--- src/core/cedc_pkg.sv ---
package cedc_pkg;
   // register byte addresses
   localparam logic [31:0] ADDR_CTRL = 32'h4002_0000;
   localparam logic [31:0] ADDR_START = 32'h4002_0004;
   localparam logic [31:0] ADDR_SRC = 32'h4002_0008;
   localparam logic [31:0] ADDR_LEN = 32'h4002_000C;
   localparam logic [31:0] ADDR_DST = 32'h4002_0010;
   localparam logic [31:0] ADDR_STAT = 32'h4002_0014;
   // reset values
   localparam logic [31:0] RST_CTRL = 32'h0000_0000;
   localparam logic [31:0] RST_PTR = 32'h0000_0000;
   localparam logic [23:0] RST_LEN = 24'h00_0000;
   localparam logic [17:0] CTRL_MASK = 18'h3_FFFF;
   // control fields
   localparam int BIT_MORE = 16;
   localparam int BIT_HASH = 9;
   localparam int BIT_IRQEN = 8;
   localparam int MD_LSB = 2;
   localparam int ALG_LSB = 0;
   // status fields
   localparam int STB_IRQ = 2;
   localparam int STB_WAIT = 1;
   localparam int STB_IDLE = 0;
   localparam int LEN_W = 24;
   // block sizes in bytes
   localparam logic [7:0] BLK_AES = 8'h10;
   localparam logic [7:0] BLK_H32 = 8'h40;
   localparam logic [7:0] BLK_H64 = 8'h80;
   localparam logic [31:0] WORD_STEP = 32'h0000_0004;
   localparam int FIFO_DEPTH = 16;

   typedef enum logic [3:0] {
      ALG_NONE = 4'b0000, AES_ECB = 4'b0001, AES_CTR = 4'b0010, AES_CBC = 4'b0011,
      H_MD5 = 4'b0100, H_SHA1 = 4'b0101, H_SHA256_224 = 4'b0110, H_SHA256 = 4'b0111,
      H_SHA384 = 4'b1000, H_SHA512 = 4'b1001, H_SHA512_224 = 4'b1010,
      H_SHA512_256 = 4'b1011
   } cedc_alg_e;

   typedef enum logic [1:0] {
      S_IDLE = 2'b00, S_RUN = 2'b01, S_DRAIN = 2'b10, S_WAIT = 2'b11
   } cedc_state_e;

   typedef struct packed {
      logic req;
      logic [31:0] addr;
   } cedc_rd_s;

   typedef struct packed {
      logic req;
      logic [31:0] addr;
      logic [31:0] data;
   } cedc_wr_s;
endpackage

--- src/core/cedc_engine.sv ---
`timescale 1ns/100ps

// word buffer between fetch and store sides
module cedc_fifo #(
   parameter int WIDTH = 32,
   parameter int DEPTH = 16
) (
   input wire logic clk_i, // clock
   input wire logic rst_n_i, // sync reset, active low
   input wire logic in_valid_i, // push request
   output logic in_ready_o, // room available
   input wire logic [WIDTH-1:0] in_data_i, // pushed word
   output logic out_valid_o, // word available
   input wire logic out_ready_i, // pop request
   output logic [WIDTH-1:0] out_data_o // head word
);
   localparam int AW = $clog2(DEPTH);
   logic [WIDTH-1:0] mem [DEPTH];
   logic [AW:0] wp, rp, next_wp, next_rp;
   logic push, pop;

   // pointers carry one extra bit so full and empty differ
   always_comb begin
      // flags first, so push and pop never see last pass's values
      in_ready_o = !((wp[AW] != rp[AW]) && (wp[AW-1:0] == rp[AW-1:0]));
      out_valid_o = (wp != rp);
      out_data_o = mem[rp[AW-1:0]];
      push = in_valid_i && in_ready_o;
      pop = out_valid_o && out_ready_i;
      next_wp = push ? wp + 1'b1 : wp;
      next_rp = pop ? rp + 1'b1 : rp;
   end

   always_ff @(posedge clk_i) begin
      if (!rst_n_i) begin
         wp <= '0;
         rp <= '0;
      end else begin
         wp <= next_wp;
         rp <= next_rp;
      end
      if (push) begin
         mem[wp[AW-1:0]] <= in_data_i;
      end
   end
endmodule // cedc_fifo

module cedc_engine (
   input wire logic mclk_i, // 40 MHz system clock
   input wire logic reset_n_i, // sync reset, active low
   input wire logic [31:0] reg_addr_i, // register byte address
   input wire logic reg_wr_i, // register write strobe
   input wire logic reg_rd_i, // register read strobe
   input wire logic [31:0] reg_wdata_i, // write data
   output logic [31:0] reg_rdata_o, // read data, one cycle after strobe
   output cedc_pkg::cedc_rd_s mem_rd_o, // fetch request and address
   input wire logic mem_rd_ack_i, // fetch done, data valid
   input wire logic [31:0] mem_rd_data_i, // fetched word
   output cedc_pkg::cedc_wr_s mem_wr_o, // store request, address, data
   input wire logic mem_wr_ack_i, // store done
   output cedc_pkg::cedc_alg_e alg_o, // algorithm latched at start
   output logic irq_o // interrupt request line
);
   logic [17:0] ctrl, next_ctrl;
   logic [31:0] src, next_src, dst, next_dst, next_rdata;
   logic [23:0] len, next_len;
   logic [7:0] ofs, next_ofs;
   logic idle, next_idle, waitf, next_waitf, irq, next_irq;
   cedc_pkg::cedc_state_e st, next_st;
   cedc_pkg::cedc_rd_s next_rd;
   cedc_pkg::cedc_wr_s next_wr;
   cedc_pkg::cedc_alg_e alg, next_alg, dec;
   logic start, sw_own, f_in_valid, f_in_ready, f_out_valid, f_out_ready, more;
   logic [31:0] f_in_data, f_out_data;

   // maps mode and algorithm fields onto one code; ALG_NONE marks reserved
   function automatic cedc_pkg::cedc_alg_e dec_alg(input logic [17:0] c);
      logic [1:0] md;
      logic [1:0] al;
      md = c[cedc_pkg::MD_LSB +: 2];
      al = c[cedc_pkg::ALG_LSB +: 2];
      dec_alg = cedc_pkg::ALG_NONE;
      if (!c[cedc_pkg::BIT_HASH]) begin
         if (al == 2'b00) begin
            dec_alg = md[1] ? (md[0] ? cedc_pkg::AES_CBC : cedc_pkg::AES_CTR)
                            : cedc_pkg::AES_ECB;
         end
      end else if (md == 2'b00) begin
         dec_alg = cedc_pkg::cedc_alg_e'({2'b01, al});
      end else if (md == 2'b01) begin
         dec_alg = cedc_pkg::cedc_alg_e'({2'b10, al});
      end
   endfunction

   // padding granule for the latched algorithm
   function automatic logic [7:0] blk_bytes(input cedc_pkg::cedc_alg_e a);
      if (a >= cedc_pkg::H_SHA384) begin
         blk_bytes = cedc_pkg::BLK_H64;
      end else if (a >= cedc_pkg::H_MD5) begin
         blk_bytes = cedc_pkg::BLK_H32;
      end else begin
         blk_bytes = cedc_pkg::BLK_AES;
      end
   endfunction

   // bytes beyond the count in the last word are zeroed, little endian
   function automatic logic [31:0] mask_word(input logic [31:0] d, input logic [23:0] n);
      mask_word = d;
      if (n < 24'h00_0004) begin
         mask_word = d & ((32'h0000_0001 << {n[1:0], 3'b000}) - 32'h0000_0001);
      end
   endfunction

   cedc_fifo #(.WIDTH(32), .DEPTH(cedc_pkg::FIFO_DEPTH)) u_fifo (
      .clk_i(mclk_i),
      .rst_n_i(reset_n_i),
      .in_valid_i(f_in_valid),
      .in_ready_o(f_in_ready),
      .in_data_i(f_in_data),
      .out_valid_o(f_out_valid),
      .out_ready_i(f_out_ready),
      .out_data_o(f_out_data)
   );

   // sequencing, pointers, count and register access
   always_comb begin
      next_st = st;
      next_ctrl = ctrl;
      next_src = src;
      next_len = len;
      next_dst = dst;
      next_ofs = ofs;
      next_idle = idle;
      next_waitf = waitf;
      next_irq = irq;
      next_alg = alg;
      next_rd = mem_rd_o;
      next_wr = mem_wr_o;
      next_rdata = 32'h0000_0000;
      f_in_valid = 1'b0;
      f_in_data = 32'h0000_0000;
      f_out_ready = 1'b0;
      dec = dec_alg(ctrl);
      more = ctrl[cedc_pkg::BIT_MORE];
      sw_own = (st == cedc_pkg::S_IDLE) || (st == cedc_pkg::S_WAIT);
      start = reg_wr_i && (reg_addr_i == cedc_pkg::ADDR_START) && reg_wdata_i[0];
      // software owns the set-up registers only while the engine is parked
      if (reg_wr_i && sw_own) begin
         if (reg_addr_i == cedc_pkg::ADDR_CTRL) begin
            next_ctrl = reg_wdata_i[17:0] & cedc_pkg::CTRL_MASK;
         end else if (reg_addr_i == cedc_pkg::ADDR_SRC) begin
            next_src = reg_wdata_i;
         end else if (reg_addr_i == cedc_pkg::ADDR_LEN) begin
            next_len = reg_wdata_i[cedc_pkg::LEN_W-1:0];
         end else if (reg_addr_i == cedc_pkg::ADDR_DST) begin
            next_dst = reg_wdata_i;
         end
      end
      // read mux; start register and unmapped addresses read zero
      if (reg_rd_i) begin
         if (reg_addr_i == cedc_pkg::ADDR_CTRL) begin
            next_rdata = {14'h0000, ctrl};
         end else if (reg_addr_i == cedc_pkg::ADDR_SRC) begin
            next_rdata = src;
         end else if (reg_addr_i == cedc_pkg::ADDR_LEN) begin
            next_rdata = {8'h00, len};
         end else if (reg_addr_i == cedc_pkg::ADDR_DST) begin
            next_rdata = dst;
         end else if (reg_addr_i == cedc_pkg::ADDR_STAT) begin
            next_rdata = {29'h0000_0000, irq, waitf, idle};
         end
      end
      case (st)
         cedc_pkg::S_IDLE: begin
            // reserved algorithm codes refuse the start
            if (start && dec != cedc_pkg::ALG_NONE) begin
               next_st = cedc_pkg::S_RUN;
               next_idle = 1'b0;
               next_irq = 1'b0;
               next_alg = dec;
               next_ofs = 8'h00;
            end
         end
         cedc_pkg::S_WAIT: begin
            if (start) begin
               next_st = cedc_pkg::S_RUN;
               next_waitf = 1'b0;
            end
         end
         cedc_pkg::S_RUN: begin
            // one fetch outstanding; room was checked when it was issued
            if (mem_rd_o.req) begin
               if (mem_rd_ack_i) begin
                  next_rd.req = 1'b0;
                  f_in_valid = 1'b1;
                  f_in_data = mask_word(mem_rd_data_i, len);
                  next_src = src + cedc_pkg::WORD_STEP;
                  next_len = (len < 24'h00_0004) ? 24'h00_0000 : len - 24'h00_0004;
                  next_ofs = (ofs + 8'h04) & (blk_bytes(alg) - 8'h01);
               end
            end else if (len != 24'h00_0000) begin
               if (f_in_ready) begin
                  next_rd.req = 1'b1;
                  next_rd.addr = src;
               end
            end else if (!more && ofs != 8'h00) begin
               f_in_valid = 1'b1;
               if (f_in_ready) begin
                  next_ofs = (ofs + 8'h04) & (blk_bytes(alg) - 8'h01);
               end
            end else begin
               next_st = cedc_pkg::S_DRAIN;
            end
         end
         default: begin
            // finish only once every word has reached memory
            if (!f_out_valid && !mem_wr_o.req) begin
               if (more) begin
                  next_st = cedc_pkg::S_WAIT;
                  next_waitf = 1'b1;
               end else begin
                  next_st = cedc_pkg::S_IDLE;
                  next_idle = 1'b1;
                  next_irq = ctrl[cedc_pkg::BIT_IRQEN];
               end
            end
         end
      endcase
      // store side drains the buffer one word per acknowledged write
      if (mem_wr_o.req) begin
         if (mem_wr_ack_i) begin
            next_wr.req = 1'b0;
            next_dst = dst + cedc_pkg::WORD_STEP;
         end
      end else if (f_out_valid) begin
         f_out_ready = 1'b1;
         next_wr.req = 1'b1;
         next_wr.addr = dst;
         next_wr.data = f_out_data;
      end
   end

   always_ff @(posedge mclk_i) begin
      if (!reset_n_i) begin
         st <= cedc_pkg::S_IDLE;
         ctrl <= cedc_pkg::RST_CTRL[17:0];
         src <= cedc_pkg::RST_PTR;
         len <= cedc_pkg::RST_LEN;
         dst <= cedc_pkg::RST_PTR;
         ofs <= 8'h00;
         idle <= 1'b1;
         waitf <= 1'b0;
         irq <= 1'b0;
         alg <= cedc_pkg::ALG_NONE;
         mem_rd_o <= '0;
         mem_wr_o <= '0;
         reg_rdata_o <= 32'h0000_0000;
         irq_o <= 1'b0;
         alg_o <= cedc_pkg::ALG_NONE;
      end else begin
         st <= next_st;
         ctrl <= next_ctrl;
         src <= next_src;
         len <= next_len;
         dst <= next_dst;
         ofs <= next_ofs;
         idle <= next_idle;
         waitf <= next_waitf;
         irq <= next_irq;
         alg <= next_alg;
         mem_rd_o <= next_rd;
         mem_wr_o <= next_wr;
         reg_rdata_o <= next_rdata;
         irq_o <= next_irq;
         alg_o <= next_alg;
      end
   end
endmodule // cedc_engine

--- config.mk ---
export PLATFORM = sky130hd
export DESIGN_NAME = cedc_engine
export DESIGN_NICKNAME = d
export VERILOG_FILES = /design/src/core/cedc_pkg.sv /design/src/core/cedc_engine.sv
export SDC_FILE = /design/constraint.sdc
export NUM_CORES = 1
export LEC_CHECK = 0
export ABC_CLOCK_PERIOD_IN_PS = 7210
export BUFFER_PORTS_ARGS = -buffer_cell sky130_fd_sc_hd__buf_2
export CORE_UTILIZATION = 45
export DETAILED_ROUTE_END_ITERATION = 8
export PLACE_DENSITY = 0.74
export SLEW_MARGIN = 10
export SYNTH_ARGS = -nofsm -noshare
export SYNTH_HDL_FRONTEND = slang
export SYNTH_SLANG_ARGS = --single-unit
--- constraint.sdc ---
create_clock -name mclk_i -period 7.21 [get_ports mclk_i]
set_clock_uncertainty 0.15 [all_clocks]
set_input_delay 0.3605 -clock mclk_i [delete_from_list [all_inputs] [get_ports mclk_i]]
set_output_delay 0.3605 -clock mclk_i [all_outputs]
set_load 0.05 [all_outputs]
==> impl.org, run 1 <==
** Run status
- The run finished with clean final reports.

** Placed design
- Port buffer count :: 236
- Final weighted congestion in routability-driven placement :: 0.951
- Summing all placed instances gives a cell area of 33,900 sq um.
- Dpl hpwl :: approximately 54 mm

** Floorplan
- In this run the count of I/O pins placed on the die edge is approximately 240.
- The floorplan has 97 rows.
- Width of the chip :: 268 um
- The floorplan step defined a core boundary enclosing 70,000 sq um.
- Vertical die dimension :: 268 um
- The die covers around 72,000 sq um.
- Initial Utilization :: 45.5%

** Worst hold path
- The startpoint identified for the worst hold timing path is mem_wr_ack_i.
- The min-delay analysis places its worst path in the category primary input to flip-flop.

** Yosys
- After synthesis the cells add up to approximately 32,000 sq um.
- In this run, synthesis inferred 512 flip-flops with an integrated enable.
- The number of different library cells used by synthesis comes to 85.
- Cell type contributing the most total cell area after synthesis :: sky130_fd_sc_hd__edfxtp_1
- Ranked by total cell area, the synthesized netlist is headed by sky130_fd_sc_hd__edfxtp_1 (48%), sky130_fd_sc_hd__dfxtp_1 (17%), sky130_fd_sc_hd__mux4_2 (11%), sky130_fd_sc_hd__nand2_1 (3.2%), sky130_fd_sc_hd__a21oi_1 (2.9%).
- Flip-flop and latch count after synthesis :: 777
- Number of instances in the synthesized netlist :: about 2.3k
- Average cell area after synthesis :: 14.0 sq um
- Among all flip-flop cells after synthesis, the most frequent one is sky130_fd_sc_hd__edfxtp_1.
- By instance count, the leading cell after synthesis is sky130_fd_sc_hd__edfxtp_1.
- Share of the synthesized area in the top cell type :: between 40 and 50%
- Post-synth ARST share :: 0%
- Of the synthesized area, sequential elements account for about two thirds.
- Top post-synthesis cells by count :: sky130_fd_sc_hd__edfxtp_1 (512), sky130_fd_sc_hd__nand2_1 (273), sky130_fd_sc_hd__dfxtp_1 (265)
- Number of warnings reported in the yosys synthesis log :: 0
- Post-synthesis net count :: 2,401

** Worst setup path
- Arr. time, crit path :: 3830 ps
- Crit. Startpoint :: len[2]$_SDFF_PN0_
- The worst setup path is of the flip-flop to flip-flop kind.
- STA classifies the critical path startpoint as a flip-flop.
- In this run the worst path has a maximum fanout of 32.
- Capturing element type of the critical path :: flip-flop
- At the worst endpoint, the required time is about 7300 ps.
- FF-to-FF Start :: len[2]$_SDFF_PN0_

** Timing
- The routed design could run at a clock period as short as approximately 3700 ps.
- Tightest Pin Transition :: 1230 ps
- Setup repair after global routing left no endpoint under its margin.
- Achievable Freq :: 268 MHz
- The number of endpoints with negative hold slack in the final report was 0.
- Number of max-slew violations in the final report :: 0
- In this run the tightest slew margin relative to its limit is about 18%.
- Setup violations remaining at the end of the flow were counted as 0.
- After routing, the total negative slack on setup checks comes to 0 ps.
- Share of the cycle needed by the critical path after routing :: roughly 52%

** Routing
- For this run, design rule violations remaining after detail routing come to 0.
- The first detailed-routing pass ran for 8 iterations.
- Aggregate routed wire length :: approximately 91 mm
- After detailed routing, the number of vias per cell comes to 6.12.
- Violation count after the first detailed-route iteration :: approximately 2.5k
- In this run the remaining antenna-violating nets after routing total 0.
- The routed layout has roughly 22k vias.
- Dividing the detail-routed wire length by the instance count gives 25.7 um.

** Clocking
- At the later pin of the worst-skew pair, clock insertion delay measures 640 ps.
- CTS H-Tree Depth :: 3
- Post-CTS clock slew at the launch and capture registers of the worst setup and hold paths :: 70 ps
- Clock tree synthesis found a total of 777 sinks.
- In this run, CTS created clock tree buffers numbering 79.
- Post-CTS setup-driven buffer insertion count :: 0
- Worst-case clock buffer depth :: 3
- TritonCTS built the clock tree.
- Clk Tree Root Cell :: sky130_fd_sc_hd__clkbuf_16

** Finish
- Share of layout cells above drive strength 1 :: 23.8%
- Fill cell instance count of the final layout :: 5,641
- Antenna cells :: 0
- Layout Area Growth over Synthesis :: 15.9%
- Cell area after layout :: between 30,000 and 40,000 sq um
- Final #Nets :: 2,639

** Global routing
- Entering global routing, the biggest net connects 129 pins.
- The via count of the first global-routing pass is around 21k.
- First-pass GRT wire length :: 134 mm
- Number of antenna violations at the first check in global routing :: 1
- For this run, global-route usage on met3 was measured as 4.12%.
- Global routing consumed, over all layers together, roughly a quarter of the routing resources.
- GRT met1 Usage :: 32.8%
- Global routing used between 40% and 50% of the available met2 tracks.
- Global route overflow :: 0
- In this run the most used layer during global routing was met2.

** Run
- Max-cap violations :: 0

** Power
- VDD IR-drop max :: between 0.0003 and 0.0004 V
- Sequential Power Share :: 47.7%
- Combinational fraction of design power :: 10.7%
- Dividing total power by cell area gives a power density of 272 nW/um^2.
- Share of total power in the clock network :: 41.6%
- Internal power comes to 0.00758 W.
- Summed over all nets, the switching power comes to 0.00248 W.
- Sw Ratio :: between 20% and 30%
- For this design the static power due to leakage is 11.3 nW.
path summary, 6_finish.rpt:
path                                                   end  slack, ps  depth (start not counted)
worst max-delay path            u_fifo.mem[5][4]$_DFFE_PP_       3470                          7
worst min-delay path                     dst[3]$_SDFF_PN0_        140                          4
worst max register to register  u_fifo.mem[5][4]$_DFFE_PP_       3470                          7
worst min register to register   mem_wr_o[53]$_SDFFE_PN0P_        300                          2
registers in the layout, summed over array words and instances, names as in the netlist, 2 cells and up, named ones only:
name / cells
ctrl: 18
u_fifo.mem: 512
st: 2
mem_wr_o: 65
u_fifo.rp: 5
u_fifo.wp: 5
mem_rd_o: 33
reg_rdata_o: 32
len: 24
alg: 4
dst: 32
src: 32
ofs: 6
power groups by stage:
stage	clock, W	sequential, W	combinational, W
after floorplan	0	0.00487	0.000786
after global placement	0	0.00489	0.00105
after detailed placement	0	0.00489	0.00106
after CTS	0.00423	0.00480	0.00109
after global routing	0.00440	0.00480	0.00115
final	0.00419	0.00480	0.00107
per-stage QoR:
step | hold WS (ps) | utilization (%) | power (W) | setup slack [ps] | instances
after floorplan | 275 | - | 0.00566 | 2890 | 2281
after global placement | 287 | 48.4 | 0.00595 | 3620 | 3345
after detailed placement | 295 | 48.4 | 0.00595 | 3510 | 3345
after CTS | 117 | 52.7 | 0.0101 | 3500 | 3525
after global routing | 167 | 52.7 | 0.0103 | 3320 | 3525
final | 145 | 52.7 | 0.0101 | 3470 | 3525
repair_timing:
| item | in CTS | in global routing |
|---|---|---|
| hold endpoints to repair | 92 | 0 |
| gates resized for setup | 0 | 0 |
| hold buffers | 33 | 0 |
kinds of logic after synthesis:
logic type | after synthesis | share of synthesized area [%]
adder cells (fa/ha/maj) | 18 | 0.707
XOR/XNOR | 21 | 0.577
buffers and inverters | 163 | 2.13
AO/OA/AOI/OAI | 397 | 7.85
AND/OR/NAND/NOR | 697 | 11.0
multiplexers | 208 | 12.8
flip-flops | 777 | 64.9
metal layers:
metal	share of wire, %	wire, um
met1	38	34800
met2	48	43900
met3	9.1	8220
met4	4.1	3690
met5	0.0088	8
final cells by class:
| cell class | count | area [sq um] | share of cell area [%] |
|---|---|---|---|
| clock buffer | 100 | 2150 | 5.81 |
| inverter | 24 | 95.1 | 0.257 |
| timing repair buffer | 296 | 1730 | 4.68 |
| multi-input combinational | 1341 | 10600 | 28.6 |
| sequential | 777 | 20700 | 56.0 |
| clock inverter | 47 | 524 | 1.42 |
| tap | 940 | 1180 | 3.18 |
critical path, cell delays in order, from the launching register on:
cell	delay, ps
sky130_fd_sc_hd__dfxtp_1	340
sky130_fd_sc_hd__inv_1	100
sky130_fd_sc_hd__ha_1	160
sky130_fd_sc_hd__nor4b_1	380
sky130_fd_sc_hd__nand3_1	230
sky130_fd_sc_hd__nor4b_2	380
sky130_fd_sc_hd__o21a_1	490
sky130_fd_sc_hd__and3_2	1100
layout by cell type, fill, tap and decap left out, types with 12 or more instances in the layout:
master                          instances
sky130_fd_sc_hd__a21oi_1              183
sky130_fd_sc_hd__a222oi_1              15
sky130_fd_sc_hd__a22oi_1               16
sky130_fd_sc_hd__a31oi_1               21
sky130_fd_sc_hd__and2_1                44
sky130_fd_sc_hd__and3_1                21
sky130_fd_sc_hd__and3_2                14
sky130_fd_sc_hd__buf_2                236
sky130_fd_sc_hd__buf_4                 26
sky130_fd_sc_hd__clkbuf_1              13
sky130_fd_sc_hd__clkbuf_16             80
sky130_fd_sc_hd__clkinv_1              12
sky130_fd_sc_hd__clkinv_2              14
sky130_fd_sc_hd__dfxtp_1              261
sky130_fd_sc_hd__dlygate4sd3_1         33
sky130_fd_sc_hd__edfxtp_1             512
sky130_fd_sc_hd__ha_1                  18
sky130_fd_sc_hd__inv_1                 23
sky130_fd_sc_hd__mux2i_1               44
sky130_fd_sc_hd__mux4_2               160
sky130_fd_sc_hd__nand2_1              273
sky130_fd_sc_hd__nand2b_1              15
sky130_fd_sc_hd__nand3_1               44
sky130_fd_sc_hd__nand4_1               17
sky130_fd_sc_hd__nor2_1               122
sky130_fd_sc_hd__nor3_1                42
sky130_fd_sc_hd__nor4_1                26
sky130_fd_sc_hd__o211ai_1              13
sky130_fd_sc_hd__o21ai_0               52
sky130_fd_sc_hd__xor2_1                14
Power figures use the tool's default switching activity.
==> inputs of run 2 (changes only) <==
- ABC_CLOCK_PERIOD_IN_PS: 7210 -> 3400
- PLACE_DENSITY: 0.74 -> 0.76
- clock period: 7.21 -> 3.4 ns (I/O delays scaled with it)
==> run 2 against run 1 <==
Critical path depth grew 3. Register-to-register slack worse by 3100 ps. Total power rose by 120%. Routed wire length rose by 5.0%. Clock-buffer cell count up 6. Final cell count is 1.2% higher. Die area is the same. Global-route usage up 1.3 points. Worst hold slack lost 100 ps. Non-clock buffer count increased by 47. Critical path type is now primary input to flip-flop. Largest cell class unchanged. Largest power group unchanged. Highest routed layer unchanged.
==> impl.org, run 2 (synthesis results as in run 1) <==
** Power
- Power density over the cells :: 582 nW/um^2
- The analysis attributes to cell leakage a power of 11.7 nW.
- Across the VDD grid, the largest voltage drop is between 0.0004 and 0.0005 V.
- Total Power :: 0.0220 W

** Worst setup path
- Most numerous cell on the critical path :: sky130_fd_sc_hd__dlygate4sd3_1
- Largest incremental delay on the critical path :: 660 ps
- Data on the critical path arrives at its endpoint at about 3500 ps.
- Worst path required time :: 3750 ps
- Max Fanout on Critical Path :: 6
- Cell-by-cell trace of the critical path :: dlygate4sd3_1 -> buf_2 -> nor4_4 -> dlygate4sd3_1 -> nand4_4 -> dlygate4sd3_1 -> nor4_4 -> nand2_1 -> a211oi_1 -> nor3_1
- Cell type of the slowest stage on the worst timing path :: sky130_fd_sc_hd__dlygate4sd3_1
- The worst setup path is of the primary input to flip-flop kind.
- Top cell family by delay on the critical path :: buffers and inverters
- STA classifies the critical path startpoint as a primary input.
- Capturing element type of the critical path :: flip-flop
- The critical path contains buffers and inverters numbering 4 combined.

** Finish
- The library cell used most frequently in the layout, excluding fill and tap cells, is sky130_fd_sc_hd__edfxtp_1.
- Highest-count cells in the layout ignoring fill and taps :: sky130_fd_sc_hd__edfxtp_1 (512), sky130_fd_sc_hd__nand2_1 (273), sky130_fd_sc_hd__dfxtp_1 (262)
- Layout Area Growth over Synthesis :: 18.4%
- Largest register FFs :: 512
- 0 antenna diodes ended up in the layout.
- For this run, the post-layout net count is 2,685.
- The count of cells in the finished layout, fillers not included, comes to roughly 3.6k.
- Share of layout cells above drive strength 1 :: between 20% and 30%
- For this run, the share of the core covered by cells in the final layout is 53.9%.

** Routing
- In this run, the number of DRC markers left after iteration 0 of detailed routing was around 3.3k.
- Vias per std cell :: 6.25
- Detail-routed net length per standard cell :: approximately 27 um
- Antenna Violating Nets Remaining :: 0
- Vias after detailed routing :: 22.3k
- Aggregate routed wire length :: 95.1 mm
- DR pass1 iterations :: 9
- DRC violation count after routing :: 0

** Floorplan
- Floorplan core area :: 70,000 sq um
- Initial Utilization :: between 40% and 50%
- The floorplan step defined a die boundary enclosing 71,900 sq um.
- After floorplanning, the core was divided into 97 placement rows.
- From left edge to right edge, the die measures 268 um.
- Vertical die dimension :: approximately 270 um
- During I/O placement, the number of pins put on the boundary was roughly 240.

** Clocking
- The tree built by TritonCTS fans out to around 780 sinks.
- The number of setup buffers added after CTS is 0.
- No sink is reached through more buffers than the 3 on the longest clock path.
- Clock tree synthesis selected as its root buffer the cell sky130_fd_sc_hd__clkbuf_16.
- CTS H-Tree Depth :: 3
- After clock tree synthesis, the clock-pin slew on the worst setup and hold paths is 70 ps.
- At the later pin of the worst-skew pair, clock insertion delay measures 650 ps.
- TritonCTS built the clock tree.
- In this run, CTS created clock tree buffers numbering 78.

** Global routing
- Global routing used 41.6% of the available met2 tracks.
- Global routing used 36.7% of the available met1 tracks.
- met2 is the most crowded layer.
- Largest net degree at the start of global routing :: roughly 190
- Global route overflow :: 0
- The via count of the first global-routing pass came to 21.4k.
- First-pass GRT wire length :: 140 mm
- For this run, global-route usage on met3 was measured as under 10%.
- Number of antenna violations at the first check in global routing :: 4
- Global routing used around a quarter of the available tracks.

** Placed design
- Placed instance count :: 3,385
- At the end of routability-driven placement, the weighted congestion stood at 0.987.
- Dpl hpwl :: 61.6 mm
- During placement, the flow inserted port buffers numbering 236.

** Timing
- Final Critical Period :: 3130 ps
- The number of endpoints with negative hold slack in the final report is 0.
- Setup total negative slack on the finished layout was measured at 0 ps.
- Derived from the worst setup path, the maximum achievable clock frequency is 320 MHz.
- Setup repair after global routing left no endpoint under its margin.
- The final critical path takes up 92.0% of the cycle.
- Final count of negative-setup-slack endpoints :: 0
- Headroom to the max-slew limit came out at 33.9%.
- Tightest Pin Transition :: 987 ps
- The count of pins over their slew limit is 0.

** Worst hold path
- The worst hold path belongs to the class primary input to flip-flop.

** Run
- Max-cap violations :: 0

** Run status
- Result of the run :: finished clean
## run 2: final timing paths
path / slack, ps / to / from / cells after the start
setup / recovery: 270 / alg[0]$_SDFFE_PN0P_ / reg_addr_i[14] / 10
hold / removal: 40 / u_fifo.mem[6][2]$_DFFE_PP_ / mem_rd_data_i[2] / 2
setup reg to reg: 340 / u_fifo.mem[15][11]$_DFFE_PP_ / len[2]$_SDFF_PN0_ / 9
hold reg to reg: 300 / mem_wr_o[48]$_SDFFE_PN0P_ / mem_wr_o[48]$_SDFFE_PN0P_ / 2
## run 2: layout make-up
| cell class | count | area, sq um |
|---|---|---|
| inverters | 24 | 95.1 |
| flip-flops and latches | 777 | 20700 |
| clock buffers | 106 | 2230 |
| fillers | 5526 | 32300 |
| well taps | 940 | 1180 |
| repair buffers | 343 | 2400 |
| clock inverters | 38 | 551 |
| multi-input cells | 1341 | 10600 |
## run 2: timing repair
action	CTS	global route
endpoints found under the setup margin	0	2
hold endpoints to repair	137	0
gates resized for setup	0	1
hold buffers	40	0
## run 2: power breakdown
group          leakage, nW  switching [W]  internal [W]  total (W)
clock network         1.36        0.00386       0.00538    0.00925
registers             5.81       0.000148        0.0100     0.0102
logic                 4.49        0.00145       0.00109    0.00254
total                 11.7        0.00546        0.0165     0.0220
## run 2: per-stage QoR
| step | hold slack, ps | cell area, sq um | worst slack (ps) |
|---|---|---|---|
| 2_1_floorplan | 141 | 31900 | 33.8 |
| 3_3_place_gp | 288 | 34500 | 403 |
| 3_5_place_dp | 295 | 34500 | 403 |
| 4_1_cts | 1.66 | 37700 | 174 |
| 5_1_grt | 71.6 | 37700 | 92.9 |
| 6_report | 40.0 | 37700 | 272 |
## run 2: worst register-to-register path: stages, from the launching register on
cell and delay [ps]:
sky130_fd_sc_hd__dfxtp_1 350, sky130_fd_sc_hd__inv_1 90, sky130_fd_sc_hd__ha_1 140, sky130_fd_sc_hd__nor4b_1 310
sky130_fd_sc_hd__nand3_1 210, sky130_fd_sc_hd__nor4b_2 360, sky130_fd_sc_hd__o21a_1 420, sky130_fd_sc_hd__buf_4 220
sky130_fd_sc_hd__and3_2 210, sky130_fd_sc_hd__buf_12 230
## run 2: routing by layer
metal / part of all wire (%) / vias up
met5: 0.042 / -
met2: 46 / 1703
met3: 11 / 237
met1: 39 / 11000
li1: - / 9373
met4: 3.8 / 6
